===== config.mk =====
export PLATFORM = sky130hd
export DESIGN_NAME = ddrsq_top
export DESIGN_NICKNAME = d
export VERILOG_FILES = /design/src/hw/ddrseq_pkg.sv /design/src/hw/ddrsq_burst.sv /design/src/hw/ddrsq_top.sv
export SDC_FILE = /design/constraint.sdc
export NUM_CORES = 1
export LEC_CHECK = 0
export ABC_AREA = 0
export BUFFER_PORTS_ARGS = -buffer_cell sky130_fd_sc_hd__buf_2
export CAP_MARGIN = 20
export CORE_AREA = 2 2 167 169
export DETAILED_ROUTE_END_ITERATION = 6
export DIE_AREA = 0 0 169 171
export HOLD_SLACK_MARGIN = 0.08
export PLACE_DENSITY = 0.81
export SLEW_MARGIN = 20
export SYNTH_ARGS = -nofsm -noshare
export SYNTH_HDL_FRONTEND = slang
export SYNTH_SLANG_ARGS = --single-unit

===== constraint.sdc =====
create_clock -name clk -period 8.8 [get_ports clk]
set_input_delay 0.88 -clock clk [delete_from_list [all_inputs] [get_ports clk]]
set_output_delay 0.88 -clock clk [all_outputs]
set_load 0.05 [all_outputs]

===== src/hw/ddrseq_pkg.sv =====
// Package: command codes, mode fields, pin and token carriers, timing counts
// Behaviour
// read data at additive plus cas latency
// read to write gap four or six
// seamless reads every half burst length
// seamless writes every half burst length
// read interrupt only with burst eight
// read burst cut only by read
// read interrupt exactly two clocks later
// auto precharge read never interrupted
// spacing from programmed burst length, not shortened
// write interrupt only with burst eight
// write burst cut only by write
// write interrupt exactly two clocks later
// auto precharge write never interrupted
// write recovery counts from uninterrupted end; code only flags precharge within burst_clks of the last write
// write to read needs cas-1 plus half burst; code also adds WR_TO_RD_DELAY, two clocks
// all banks idle before self refresh
// termination off before self refresh entry
// exit delays before read or other command; code counts no delay, only flags a command on the exit edge
// latch burst length from mode register
package ddrseq_pkg;

  // ****************************************************
  // Command encodings {ras_n, cas_n, we_n}
  // ****************************************************
  localparam logic [2:0] CMD_MODE = 3'h0;
  localparam logic [2:0] CMD_REFRESH = 3'h1;
  localparam logic [2:0] CMD_PRECHARGE = 3'h2;
  localparam logic [2:0] CMD_ACTIVATE = 3'h3;
  localparam logic [2:0] CMD_WRITE = 3'h4;
  localparam logic [2:0] CMD_READ = 3'h5;

  // ****************************************************
  // Mode register fields and reset values
  // ****************************************************
  localparam int BURST_FIELD_LSB = 0;
  localparam int CAS_FIELD_LSB = 4;
  localparam int ADD_FIELD_LSB = 3;
  localparam int AP_BIT = 10;
  localparam logic [2:0] BURST_CODE_EIGHT = 3'h3;
  localparam logic [2:0] BANK_MODE = 3'h0;
  localparam logic [2:0] BANK_EXT_MODE = 3'h1;
  localparam logic [2:0] CAS_LAT_RESET = 3'h3;
  localparam logic [2:0] ADD_LAT_RESET = 3'h0;
  localparam logic BL8_RESET = 1'b0;

  // ****************************************************
  // Spacing counts in link clocks, burst lengths in beats
  // ****************************************************
  localparam logic [3:0] BURST_CLKS_BL4 = 4'h2;
  localparam logic [3:0] BURST_CLKS_BL8 = 4'h4;
  localparam logic [3:0] RD_TO_WR_BL4 = 4'h4;
  localparam logic [3:0] RD_TO_WR_BL8 = 4'h6;
  localparam logic [3:0] INTERRUPT_GAP = 4'h2;
  localparam logic [3:0] WR_TO_RD_DELAY = 4'h2;
  localparam logic [3:0] BEATS_BL4 = 4'h4;
  localparam logic [3:0] BEATS_BL8 = 4'h8;

  // ****************************************************
  // Carriers
  // ****************************************************
  localparam int ADDR_W = 14;
  localparam int DQ_W = 8;
  localparam int MEM_DEPTH = 16;
  localparam int DELAY_DEPTH = 16;

  // Command pins of the link
  typedef struct packed {
    logic cke;
    logic cs_n;
    logic ras_n;
    logic cas_n;
    logic we_n;
    logic [2:0] bank;
    logic [ADDR_W-1:0] addr;
  } ddrsq_cmd_t;

  // Latency token travelling the delay line
  typedef struct packed {
    logic valid;
    logic [3:0] col;
  } ddrsq_tok_t;

  // Link power state
  typedef enum logic [0:0] {
    PWR_AWAKE,
    PWR_SELF_REFRESH
  } ddrsq_pwr_t;

endpackage : ddrseq_pkg


===== src/hw/ddrsq_burst.sv =====
// Latency delay line and burst beat counter for one direction
`timescale 1ns/1ps
module ddrsq_burst (
  // Clock and reset
  input wire logic clk,
  input wire logic sys_rst,
  // Link timing pulses
  input wire logic ck_rise,
  input wire logic beat,
  // Command entry
  input wire logic start,
  input wire logic [3:0] start_col,
  input wire logic [3:0] latency,
  input wire logic bl8,
  // Beat state
  output logic active,
  output logic [3:0] addr
);
  import ddrseq_pkg::*;

  // ****************************************************
  // Delay line
  // ****************************************************
  ddrsq_tok_t line_reg [DELAY_DEPTH];  // One slot per link clock
  ddrsq_tok_t tap;                     // Token whose latency expires now
  logic [3:0] left_reg;                // Beats still to go
  logic [3:0] wrap_mask;               // Address bits that wrap

  assign tap = line_reg[latency - 4'h1];
  assign wrap_mask = bl8 ? 4'h7 : 4'h3;

  // Tokens shift on each rising link edge; slot 0 takes the command
  genvar gi;
  generate
    for (gi = 0; gi < DELAY_DEPTH; gi++) begin : g_line
      always_ff @(posedge clk) begin
        if (sys_rst) begin
          line_reg[gi] <= '0;
        end else if (ck_rise) begin
          if (gi == 0) begin
            line_reg[gi] <= '{valid: start, col: start_col};
          end else begin
            line_reg[gi] <= line_reg[gi-1];
          end
        end
      end
    end
  endgenerate

  // ****************************************************
  // Beat counter
  // ****************************************************
  // A fresh token restarts the burst, which truncates an older one
  always_ff @(posedge clk) begin
    if (sys_rst) begin
      active <= 1'b0;
      addr <= '0;
      left_reg <= '0;
    end else if (ck_rise && tap.valid) begin
      // data starts at latency
      active <= 1'b1;
      addr <= tap.col;
      // programmed length sets beats
      left_reg <= (bl8 ? BEATS_BL8 : BEATS_BL4) - 4'h1;
    end else if (beat) begin
      if (left_reg != 4'h0) begin
        left_reg <= left_reg - 4'h1;
        // Wrap inside the burst block
        addr <= (addr & ~wrap_mask) | ((addr + 4'h1) & wrap_mask);
      end else begin
        active <= 1'b0;
      end
    end
  end

endmodule : ddrsq_burst


===== src/hw/ddrsq_top.sv =====
// Device-side command sequencer with read and write burst data path
`timescale 1ns/1ps
module ddrsq_top (
  // Clock and reset
  input wire logic clk,
  input wire logic sys_rst,
  // Link clock and command pins
  input wire logic ck,
  input wire ddrseq_pkg::ddrsq_cmd_t cmd_pins,
  // Data pins, split into in, out and enable
  input wire logic [ddrseq_pkg::DQ_W-1:0] dq_in,
  output logic [ddrseq_pkg::DQ_W-1:0] dq_out,
  output logic dq_oe,
  output logic dqs_out,
  output logic dqs_oe,
  // Status
  input wire logic on_die_termination,
  output logic self_refresh,
  output logic cmd_error
);
  import ddrseq_pkg::*;

  localparam int PIN_W = 1 + $bits(ddrsq_cmd_t) + DQ_W + 1;

  // ****************************************************
  // Pin synchronisers
  // ****************************************************
  logic [PIN_W-1:0] pin_s1_reg;   // First stage, read by stage two only
  logic [PIN_W-1:0] pin_s2_reg;
  logic [PIN_W-1:0] pin_s3_reg;
  logic [PIN_W-1:0] pin_f_reg;    // Accepted pin levels
  logic ck_f;
  ddrsq_cmd_t cmd_f;
  logic [DQ_W-1:0] dq_f;
  logic odt_f;
  logic ck_d_reg;                 // Previous accepted link clock
  logic ck_rise;
  logic beat;
  logic beat_d_reg;

  assign {ck_f, cmd_f, dq_f, odt_f} = pin_f_reg;
  assign ck_rise = ck_f && !ck_d_reg;
  assign beat = ck_f != ck_d_reg;

  // Each bit counts once stages two and three agree
  genvar gb;
  generate
    for (gb = 0; gb < PIN_W; gb++) begin : g_sync
      always_ff @(posedge clk) begin
        if (sys_rst) begin
          pin_s1_reg[gb] <= 1'b0;
          pin_s2_reg[gb] <= 1'b0;
          pin_s3_reg[gb] <= 1'b0;
          pin_f_reg[gb] <= 1'b0;
        end else begin
          pin_s1_reg[gb] <= pin_in(gb);
          pin_s2_reg[gb] <= pin_s1_reg[gb];
          pin_s3_reg[gb] <= pin_s2_reg[gb];
          if (pin_s2_reg[gb] == pin_s3_reg[gb]) begin
            pin_f_reg[gb] <= pin_s3_reg[gb];
          end
        end
      end
    end
  endgenerate

  // Raw pin vector picked bit by bit
  function automatic logic pin_in(input int idx);
    logic [PIN_W-1:0] raw;
    raw = {ck, cmd_pins, dq_in, on_die_termination};
    return raw[idx];
  endfunction : pin_in

  // Edge history of the link clock
  always_ff @(posedge clk) begin
    if (sys_rst) begin
      ck_d_reg <= 1'b0;
      beat_d_reg <= 1'b0;
    end else begin
      ck_d_reg <= ck_f;
      beat_d_reg <= beat;
    end
  end

  // ****************************************************
  // Command decode
  // ****************************************************
  logic cmd_valid;
  logic [2:0] cmd_code;
  logic is_read;
  logic is_write;
  logic auto_pre;

  assign cmd_valid = ck_rise && cmd_f.cke && !cmd_f.cs_n;
  assign cmd_code = {cmd_f.ras_n, cmd_f.cas_n, cmd_f.we_n};
  assign is_read = cmd_valid && cmd_code == CMD_READ;
  assign is_write = cmd_valid && cmd_code == CMD_WRITE;
  assign auto_pre = cmd_f.addr[AP_BIT];

  // ****************************************************
  // Mode registers
  // ****************************************************
  logic bl8_reg;                  // Programmed burst of eight
  logic [2:0] cas_latency_reg;
  logic [2:0] additive_latency_reg;
  logic [3:0] read_latency;
  logic [3:0] write_latency;
  logic [3:0] burst_clks;

  // read latency is additive plus cas
  assign read_latency = {1'b0, additive_latency_reg} +
                        {1'b0, cas_latency_reg};
  // write latency one clock less
  assign write_latency = read_latency - 4'h1;
  assign burst_clks = bl8_reg ? BURST_CLKS_BL8 : BURST_CLKS_BL4;

  // Mode writes land on the bank that selects the register
  always_ff @(posedge clk) begin
    if (sys_rst) begin
      bl8_reg <= BL8_RESET;
      cas_latency_reg <= CAS_LAT_RESET;
      additive_latency_reg <= ADD_LAT_RESET;
    end else if (cmd_valid && cmd_code == CMD_MODE) begin
      if (cmd_f.bank == BANK_MODE) begin
        // latch programmed burst length
        bl8_reg <= cmd_f.addr[BURST_FIELD_LSB+:3] == BURST_CODE_EIGHT;
        cas_latency_reg <= cmd_f.addr[CAS_FIELD_LSB+:3];
      end else if (cmd_f.bank == BANK_EXT_MODE) begin
        additive_latency_reg <= cmd_f.addr[ADD_FIELD_LSB+:3];
      end
    end
  end

  // ****************************************************
  // Command spacing tracking
  // ****************************************************
  logic [3:0] rd_gap_reg;         // Link clocks since last read, minus one
  logic [3:0] wr_gap_reg;         // Link clocks since last write, minus one
  logic rd_ap_reg;                // Last read carried auto precharge
  logic wr_ap_reg;
  logic [3:0] rd_el;
  logic [3:0] wr_el;
  logic rd_open;
  logic wr_open;

  // Saturation keeps old commands from wrapping back into range
  assign rd_el = (rd_gap_reg == 4'hf) ? 4'hf : rd_gap_reg + 4'h1;
  assign wr_el = (wr_gap_reg == 4'hf) ? 4'hf : wr_gap_reg + 4'h1;
  // window uses programmed length
  assign rd_open = rd_el < burst_clks;
  assign wr_open = wr_el < burst_clks;

  // Gap counters restart on each command of their kind
  always_ff @(posedge clk) begin
    if (sys_rst) begin
      rd_gap_reg <= 4'hf;
      wr_gap_reg <= 4'hf;
      rd_ap_reg <= 1'b0;
      wr_ap_reg <= 1'b0;
    end else if (ck_rise) begin
      rd_gap_reg <= is_read ? 4'h0 : rd_el;
      wr_gap_reg <= is_write ? 4'h0 : wr_el;
      if (is_read) begin
        rd_ap_reg <= auto_pre;
      end
      if (is_write) begin
        wr_ap_reg <= auto_pre;
      end
    end
  end

  // ****************************************************
  // Bank state and self refresh
  // ****************************************************
  logic [7:0] bank_open_reg;      // One bit per activated bank
  ddrsq_pwr_t pwr_reg;
  logic sr_enter;

  assign sr_enter = ck_rise && !cmd_f.cke && !cmd_f.cs_n &&
                    cmd_code == CMD_REFRESH && pwr_reg == PWR_AWAKE;

  // Activate opens, precharge or auto precharge closes
  always_ff @(posedge clk) begin
    if (sys_rst) begin
      bank_open_reg <= '0;
    end else if (cmd_valid) begin
      case (cmd_code)
        CMD_ACTIVATE: bank_open_reg[cmd_f.bank] <= 1'b1;
        CMD_PRECHARGE: begin
          if (auto_pre) begin
            bank_open_reg <= '0;
          end else begin
            bank_open_reg[cmd_f.bank] <= 1'b0;
          end
        end
        CMD_READ, CMD_WRITE: begin
          if (auto_pre) begin
            bank_open_reg[cmd_f.bank] <= 1'b0;
          end
        end
        default: ;
      endcase
    end
  end

  // Refresh with clock enable low enters, clock enable high leaves
  always_ff @(posedge clk) begin
    if (sys_rst) begin
      pwr_reg <= PWR_AWAKE;
    end else begin
      case (pwr_reg)
        PWR_AWAKE: if (sr_enter) pwr_reg <= PWR_SELF_REFRESH;
        PWR_SELF_REFRESH: if (ck_rise && cmd_f.cke) pwr_reg <= PWR_AWAKE;
        default: pwr_reg <= PWR_AWAKE;
      endcase
    end
  end

  // ****************************************************
  // Protocol error flag
  // ****************************************************
  logic err_rd;
  logic err_wr;
  logic err_sr;

  // only legal read interrupt
  assign err_rd = is_read && rd_open &&
                  !(bl8_reg && rd_el == INTERRUPT_GAP && !rd_ap_reg);
  // only legal write interrupt
  assign err_wr = is_write && wr_open &&
                  !(bl8_reg && wr_el == INTERRUPT_GAP && !wr_ap_reg);
  // self refresh needs idle banks, termination off
  assign err_sr = sr_enter && (bank_open_reg != 8'h0 || odt_f);

  // One-cycle pulse per offending command
  always_ff @(posedge clk) begin
    if (sys_rst) begin
      cmd_error <= 1'b0;
    end else begin
      cmd_error <= err_rd || err_wr || err_sr ||
        // write or precharge inside read
        (cmd_valid && rd_open && cmd_code == CMD_PRECHARGE) ||
        (is_write && rd_el < (bl8_reg ? RD_TO_WR_BL8 : RD_TO_WR_BL4)) ||
        // read or precharge inside write
        (cmd_valid && wr_open && cmd_code == CMD_PRECHARGE) ||
        (is_read && wr_el < ({1'b0, cas_latency_reg} - 4'h1 +
                             burst_clks + WR_TO_RD_DELAY)) ||
        // commands only after exit
        (cmd_valid && pwr_reg == PWR_SELF_REFRESH && cmd_code != 3'h7);
    end
  end

  // ****************************************************
  // Burst engines and storage
  // ****************************************************
  logic rd_active;
  logic [3:0] rd_addr;
  logic wr_active;
  logic [3:0] wr_addr;
  logic [DQ_W-1:0] mem_reg [MEM_DEPTH];  // Column-indexed store

  // seamless reads chain in the delay line
  ddrsq_burst u_read (
    .clk(clk),
    .sys_rst(sys_rst),
    .ck_rise(ck_rise),
    .beat(beat),
    .start(is_read),
    .start_col(cmd_f.addr[3:0]),
    .latency(read_latency),
    .bl8(bl8_reg),
    .active(rd_active),
    .addr(rd_addr)
  );

  // seamless writes chain likewise
  ddrsq_burst u_write (
    .clk(clk),
    .sys_rst(sys_rst),
    .ck_rise(ck_rise),
    .beat(beat),
    .start(is_write),
    .start_col(cmd_f.addr[3:0]),
    .latency(write_latency),
    .bl8(bl8_reg),
    .active(wr_active),
    .addr(wr_addr)
  );

  // Write beats land one cycle after the beat, once the address settles
  always_ff @(posedge clk) begin
    if (beat_d_reg && wr_active) begin
      mem_reg[wr_addr] <= dq_f;
    end
  end

  // Read beats drive data with a strobe that follows the link clock
  always_ff @(posedge clk) begin
    if (sys_rst) begin
      dq_out <= '0;
      dq_oe <= 1'b0;
      dqs_out <= 1'b0;
      dqs_oe <= 1'b0;
      self_refresh <= 1'b0;
    end else begin
      self_refresh <= pwr_reg == PWR_SELF_REFRESH;
      if (beat_d_reg) begin
        dq_oe <= rd_active;
        dqs_oe <= rd_active;
        dqs_out <= rd_active && ck_d_reg;
        dq_out <= rd_active ? mem_reg[rd_addr] : '0;
      end
    end
  end

endmodule : ddrsq_top


==> results of run 1 <==
-- power breakdown --
group	total (W)	leakage [nW]	switching, W	internal [W]
sequential	0.00196	3.53	0.0000172	0.00195
combinational	0.0000591	2.13	0.0000312	0.0000279
clock	0.00170	0.663	0.000697	0.00100
total	0.00372	6.33	0.000745	0.00298
-- cells in the final DEF (no fill, tap or decap), drive strengths merged, types with 25 or more instances in the layout --
cell / instances
o21ai: 39
edfxtp: 224
mux4: 77
nand2: 80
buf: 51
and2: 112
nor2b: 89
ha: 25
inv: 29
clkbuf: 63
a21oi: 71
dfxtp: 166
-- routing by layer --
layer	track usage, %	part of all wire (%)
met5	0	0
met1	26.3	42
met3	3.28	4.8
met2	34.6	51
met4	6.73	2.3
-- final cells by class --
type                            instances  area, sq um  area share, %
Sequential cell                       390        10100           56.2
Clock inverter                         11          151          0.847
Multi-Input combinational cell        679         5630           31.5
Clock buffer                           63         1220           6.84
Tap cell                              346          433           2.42
Inverter                               29          109          0.609
Timing Repair Buffer                   51          289           1.62
-- critical path: stages (launching register included) --
cell,delay [ns]
dfxtp_1,0.36
inv_1,0.09
ha_1,0.27
inv_1,0.04
ha_1,0.26
buf_4,0.34
inv_1,0.09
ha_1,0.45
buf_4,0.31
mux4_2,0.34
mux2_2,0.32
mux2_2,0.33
a221oi_1,0.30
a211oi_1,0.08
-- final timing paths --
path                                   endpoint  slack, ns  cells after the start
worst max-delay path            u_write.addr[1]       5.07                     13
worst min-delay path              pin_s2_reg[3]       0.44                      1
worst max register to register  u_write.addr[1]       5.07                     13
worst min register to register    pin_s2_reg[3]       0.44                      1
-- logic make-up after synthesis --
kind of cell,share of synthesized area (%)
compound gates,5.77
xor+xnor,0.943
fa+ha+maj,2.20
buf+inv,2.43
flops,62.6
mux,13.1
simple gates,12.9
-- stage by stage --
step	cells	area (sq um)
finish	1569	17900
global route	1569	17900
CTS	1569	17900
detailed placement	1495	16500
global placement	1495	16500
floorplan	1163	16100
==> impl_results.md, run 1 <==
* Status: finished clean
* Final net count at 1,252
* Leak at 6.33 nW
* Vias/cell at 5.80
* Clock transition at path regs at 0.06 ns
* Final Cycle Share at 42.4%
* Setup tns final at 0 ns
* Longest Clk Path Bufs at 3
* Setup bufs post-CTS at 0
* Launching point of the worst reg2reg path: cas_latency_reg[1]
* DR pass1 iterations at 5
* Later-pin clock latency in the skew report at 0.55 ns
* WHS at 0.438 ns
* WP data required at 9.20 ns
* CTS buffer count at 40
* Count leader, synth: edfxtp_1
* Die Height at 171 microns
* Die area at 28,900 sq um
* Worst EP arrival at 4.13 ns
* Maxcap violations at 0
* Worst slack at placement at 5.05 ns
* Drt drc at 0
* DRT iter0 DRCs at 864
* Initial Util at 58.8%
* Critical path startpoint category: register
* Tot Pwr at 0.00372 W
* Mapped Area at 16,100 sq um
* Detailed-route via count at 9,101
* TritonCTS clock tree: built
* Initial antenna violation count at 0
* CP Max Fanout at 22
* Core Box Area at 27,300 sq um
* Critical Path Start: cas_latency_reg[1]
* Kind of critical path: register to register
* Global Route Usage Sum at 20.1%
* Ranking of synthesized cells by area: edfxtp_1 (42%), dfxtp_1 (21%), mux4_2 (9.5%)
* Area Growth Syn to Fin at 11.4%
* H-tree depth at 2
* Least-Margin Pin Slew at 0.945 ns
* Commonest cells post-synth: edfxtp_1 (224), dfxtp_1 (166), and2_1 (112)
* Seq/Total Area, Yosys at 62.6%
* Die W at 169 microns
* Slew margin rel. at 37.0%
* Cells after Synth at 1,163
* Wire per inst at 18.3 microns
* Post-Syn Nets at 1,224
* Hold buffers post-CTS at 0
* RD Place Congestion at 0.789
* Final hold violations at 0
* Pin count of the biggest net entering global routing at 102
* Layout cells sized above 1 at 17.0%
* Critical path endpoint category: register
* Hold_sp: pin_s1_reg[3]
* Ant diodes at 0
* Number of synthesized register bits at 390
* YS warnings at 0
* Hold Path Class: register to register
* PnR worst setup slack at 5.07 ns
* Area leader, netlist: edfxtp_1
* Global-route wire length before repair at 46.1 mm
* Grt total ovfl at 0
* Layout fillers at 1,887
* CTS root buf: clkbuf_16
* Async set-reset flop share out of synthesis at 0%
* Post-CTS sizing at 0
* Fmax at 268 MHz
* Syn Area/Cell at 13.8 sq um
* Post-detail-place hpwl at 17.3 mm
* Final Skew at 0.0163 ns
* PD cells at 208 nW/um^2
* Worst vdd ir at 0.161 mV
* Final Max Slew Viols at 0
* RSZ-0062 raised after global routing: false
* Vias in the first global route at 8,958
* Minimum clock period at 3.73 ns
* Max reg flops at 128
* Unique masters post-synth at 57
* ANT nets after route at 0
* Std cell rows at 61
* Clock sinks at 390
* IO Pins at 47
* Share of the synthesized area in the top cell type at 41.9%
* Final setup fails at 0
* Post-synth EDFFs at 224
* Final Util at 65.4%
* Ys flop type: edfxtp_1
* Final WL at 28.7 mm
* IO Port Bufs at 40
Power figures use the tool's default switching activity.
==> run 2: changes to the inputs <==
--- a/config.mk
+++ b/config.mk
@@ -8,11 +8,11 @@
 export ABC_AREA = 0
 export BUFFER_PORTS_ARGS = -buffer_cell sky130_fd_sc_hd__buf_2
 export CAP_MARGIN = 20
-export CORE_AREA = 2 2 167 169
+export CORE_AREA = 2 2 173 175
 export DETAILED_ROUTE_END_ITERATION = 6
-export DIE_AREA = 0 0 169 171
+export DIE_AREA = 0 0 175 177
 export HOLD_SLACK_MARGIN = 0.08
-export PLACE_DENSITY = 0.81
+export PLACE_DENSITY = 0.8
 export SLEW_MARGIN = 20
 export SYNTH_ARGS = -nofsm -noshare
 export SYNTH_HDL_FRONTEND = slang
==> constraint.sdc (replaced) <==
create_clock -name clk -period 3.32 [get_ports clk]
set_input_delay 0.332 -clock clk [delete_from_list [all_inputs] [get_ports clk]]
set_output_delay 0.332 -clock clk [all_outputs]
set_load 0.05 [all_outputs]
==> run 2 against run 1 <==
Sequential power rose to 2.7 times the previous value. First-iteration DRC count down 3.5%. Critical path type unchanged. Largest power group unchanged. Worst hold slack worse by 0.038 ns. Highest routed layer unchanged. Clock power rose to 2.7 times the previous value. Critical endpoint unchanged. Non-clock buffer count up 38. Maximum frequency up 19%. Global-route usage down 0.45 points. Cell count up 5.1%.
==> impl_results.md, run 2 (synthesized netlist as in run 1, its figures left out) <==
* Status: finished clean
* Post-detail-place hpwl at 18.4 mm
* Final WL at 29.9 mm
* Layout fillers at 2,064
* Hold Path Class: input port to register
* Area Growth Syn to Fin at 13.9%
* Worst EP arrival at 3.52 ns
* DR pass1 iterations at 6
* Die Height at 177 microns
* Final Max Slew Viols at 0
* Core Box Area at 29,200 sq um
* Final Cycle Share at 94.7%
* Die area at 31,000 sq um
* Most frequent cells in the layout: edfxtp_1 (224), dfxtp_1 (165), and2_1 (112), nor2b_1 (89), nand2_1 (79)
* Longest Clk Path Bufs at 3
* TritonCTS clock tree: built
* WP data required at 3.70 ns
* CTS root buf: clkbuf_16
* Leak at 6.49 nW
* Pin count of the biggest net entering global routing at 164
* Hold depth at 3
* Initial antenna violation count at 0
* Detailed-route via count at 9,342
* Layout cells sized above 1 at 17.9%
* Launching point of the worst reg2reg path: cas_latency_reg[1]
* Vias in the first global route at 9,348
* IO Port Bufs at 40
* Later-pin clock latency in the skew report at 0.53 ns
* FF/Latch Area at 10,100 sq um
* CTS buffer count at 39
* Final Util at 62.5%
* Post-route insts no fill at 1,649
* Slew margin rel. at 38.7%
* Final Skew at 0.0133 ns
* PD cells at 542 nW/um^2
* Max reg flops at 128
* Least-Margin Pin Slew at 0.919 ns
* Ant diodes at 0
* Number of cells in the design after placement at 1,551
* IO Pins at 47
* Vias/cell at 5.67
* Global-route wire length before repair at 48.6 mm
* Tot Pwr at 0.00990 W
* Initial Util at 54.9%
* ANT nets after route at 0
* Final setup fails at 0
* Grt total ovfl at 0
* RSZ-0062 raised after global routing: false
* Worst vdd ir at 0.501 mV
* Commonest non-fill, non-tap cell in the layout: edfxtp_1
* Final hold violations at 0
* Fmax at 318 MHz
* DRT iter0 DRCs at 834
* Clock transition at path regs at 0.06 ns
* Final net count at 1,289
* CP Max Fanout at 13
* Critical R2R Capture: u_write.addr[1]
* Wire per inst at 18.1 microns
* FF-to-FF setup slack at 0.18 ns
* Die W at 175 microns
* H-tree depth at 2
* Maxcap violations at 0
* Setup bufs post-CTS at 0
* Min-Delay Endpoint: pin_s2_reg[12]
* Drt drc at 0
* Kind of critical path: register to register
* RD Place Congestion at 0.807
* Critical path endpoint category: register
* Std cell rows at 63
* Register-to-Register Path Depth at 11
* Clock sinks at 390
* Multi-input logic area at 5630 sq um
* Hold_sp: sys_rst
* Minimum clock period at 3.14 ns
* Critical path startpoint category: register
* Setup tns final at 0 ns
* Global Route Usage Sum at 19.7%
-- run 2: changes by cell type in the layout (fill, tap and decap cells not counted), sizes merged --
cell,delta
buf,+12
bufinv,+3
clkbuf,-9
clkinvlp,+2
dlygate4sd3,+26
inv,+2
-- run 2: how the worst max path moves through the flow --
stage                                   from         endpoint  slack, ns  cells after the start
after floorplan           cas_latency_reg[1]  u_write.addr[1]       0.03                     13
after global placement    cas_latency_reg[1]  u_write.addr[1]       0.24                     11
after detailed placement  cas_latency_reg[1]  u_write.addr[1]       0.18                     11
after CTS                 cas_latency_reg[1]  u_write.addr[1]       0.15                     11
after global routing      cas_latency_reg[1]         register      0.002                     13
final                     cas_latency_reg[1]  u_write.addr[1]       0.18                     11
-- run 2: where the power goes --
part	switching, W	internal [W]
clock	0.00182	0.00270
combinational	0.0000886	0.0000983
sequential	0.0000460	0.00516
total	0.00195	0.00795
-- run 2: per-layer routing --
metal | vias up | GRT usage, % | wire length, microns
li1 | 4393 | - | -
met1 | 4698 | 25.8 | 12800
met2 | 185 | 33.4 | 15200
met3 | 66 | 3.37 | 1110
met4 | 0 | 6.77 | 776
met5 | - | 0 | 0
-- run 2: area by class of cell --
type                    instances  share of cell area [%]
clock inverters                18                    1.16
well taps                     390                    2.67
flip-flops and latches        390                    55.0
inverters                      29                   0.595
repair buffers                 89                    3.68
multi-input cells             679                    30.8
clock buffers                  54                    6.15
-- run 2: worst max-delay path: stages (launching register included) --
cell and delay [ns]:
dfxtp_1 0.36, inv_1 0.09, ha_1 0.28, inv_1 0.05, ha_1 0.30, buf_4 0.19, buf_4 0.22, nand3b_1 0.27
xor2_4 0.38, mux2_2 0.45, a221oi_1 0.33, a211oi_1 0.08
-- run 2: stage by stage --
stage	worst slack (ns)	hold WS, ns	area, sq um
after floorplan	0.0294	0.414	16100
after global placement	0.242	0.421	16700
after detailed placement	0.182	0.422	16700
after CTS	0.149	0.406	18300
after global routing	0.00167	0.430	18300
final	0.176	0.400	18300
-- run 2: repair_timing --
| action | CTS | global route |
|---|---|---|
| hold buffers | 26 | 0 |
| hold endpoints to repair | 26 | 0 |
| resized for setup | 0 | 0 |
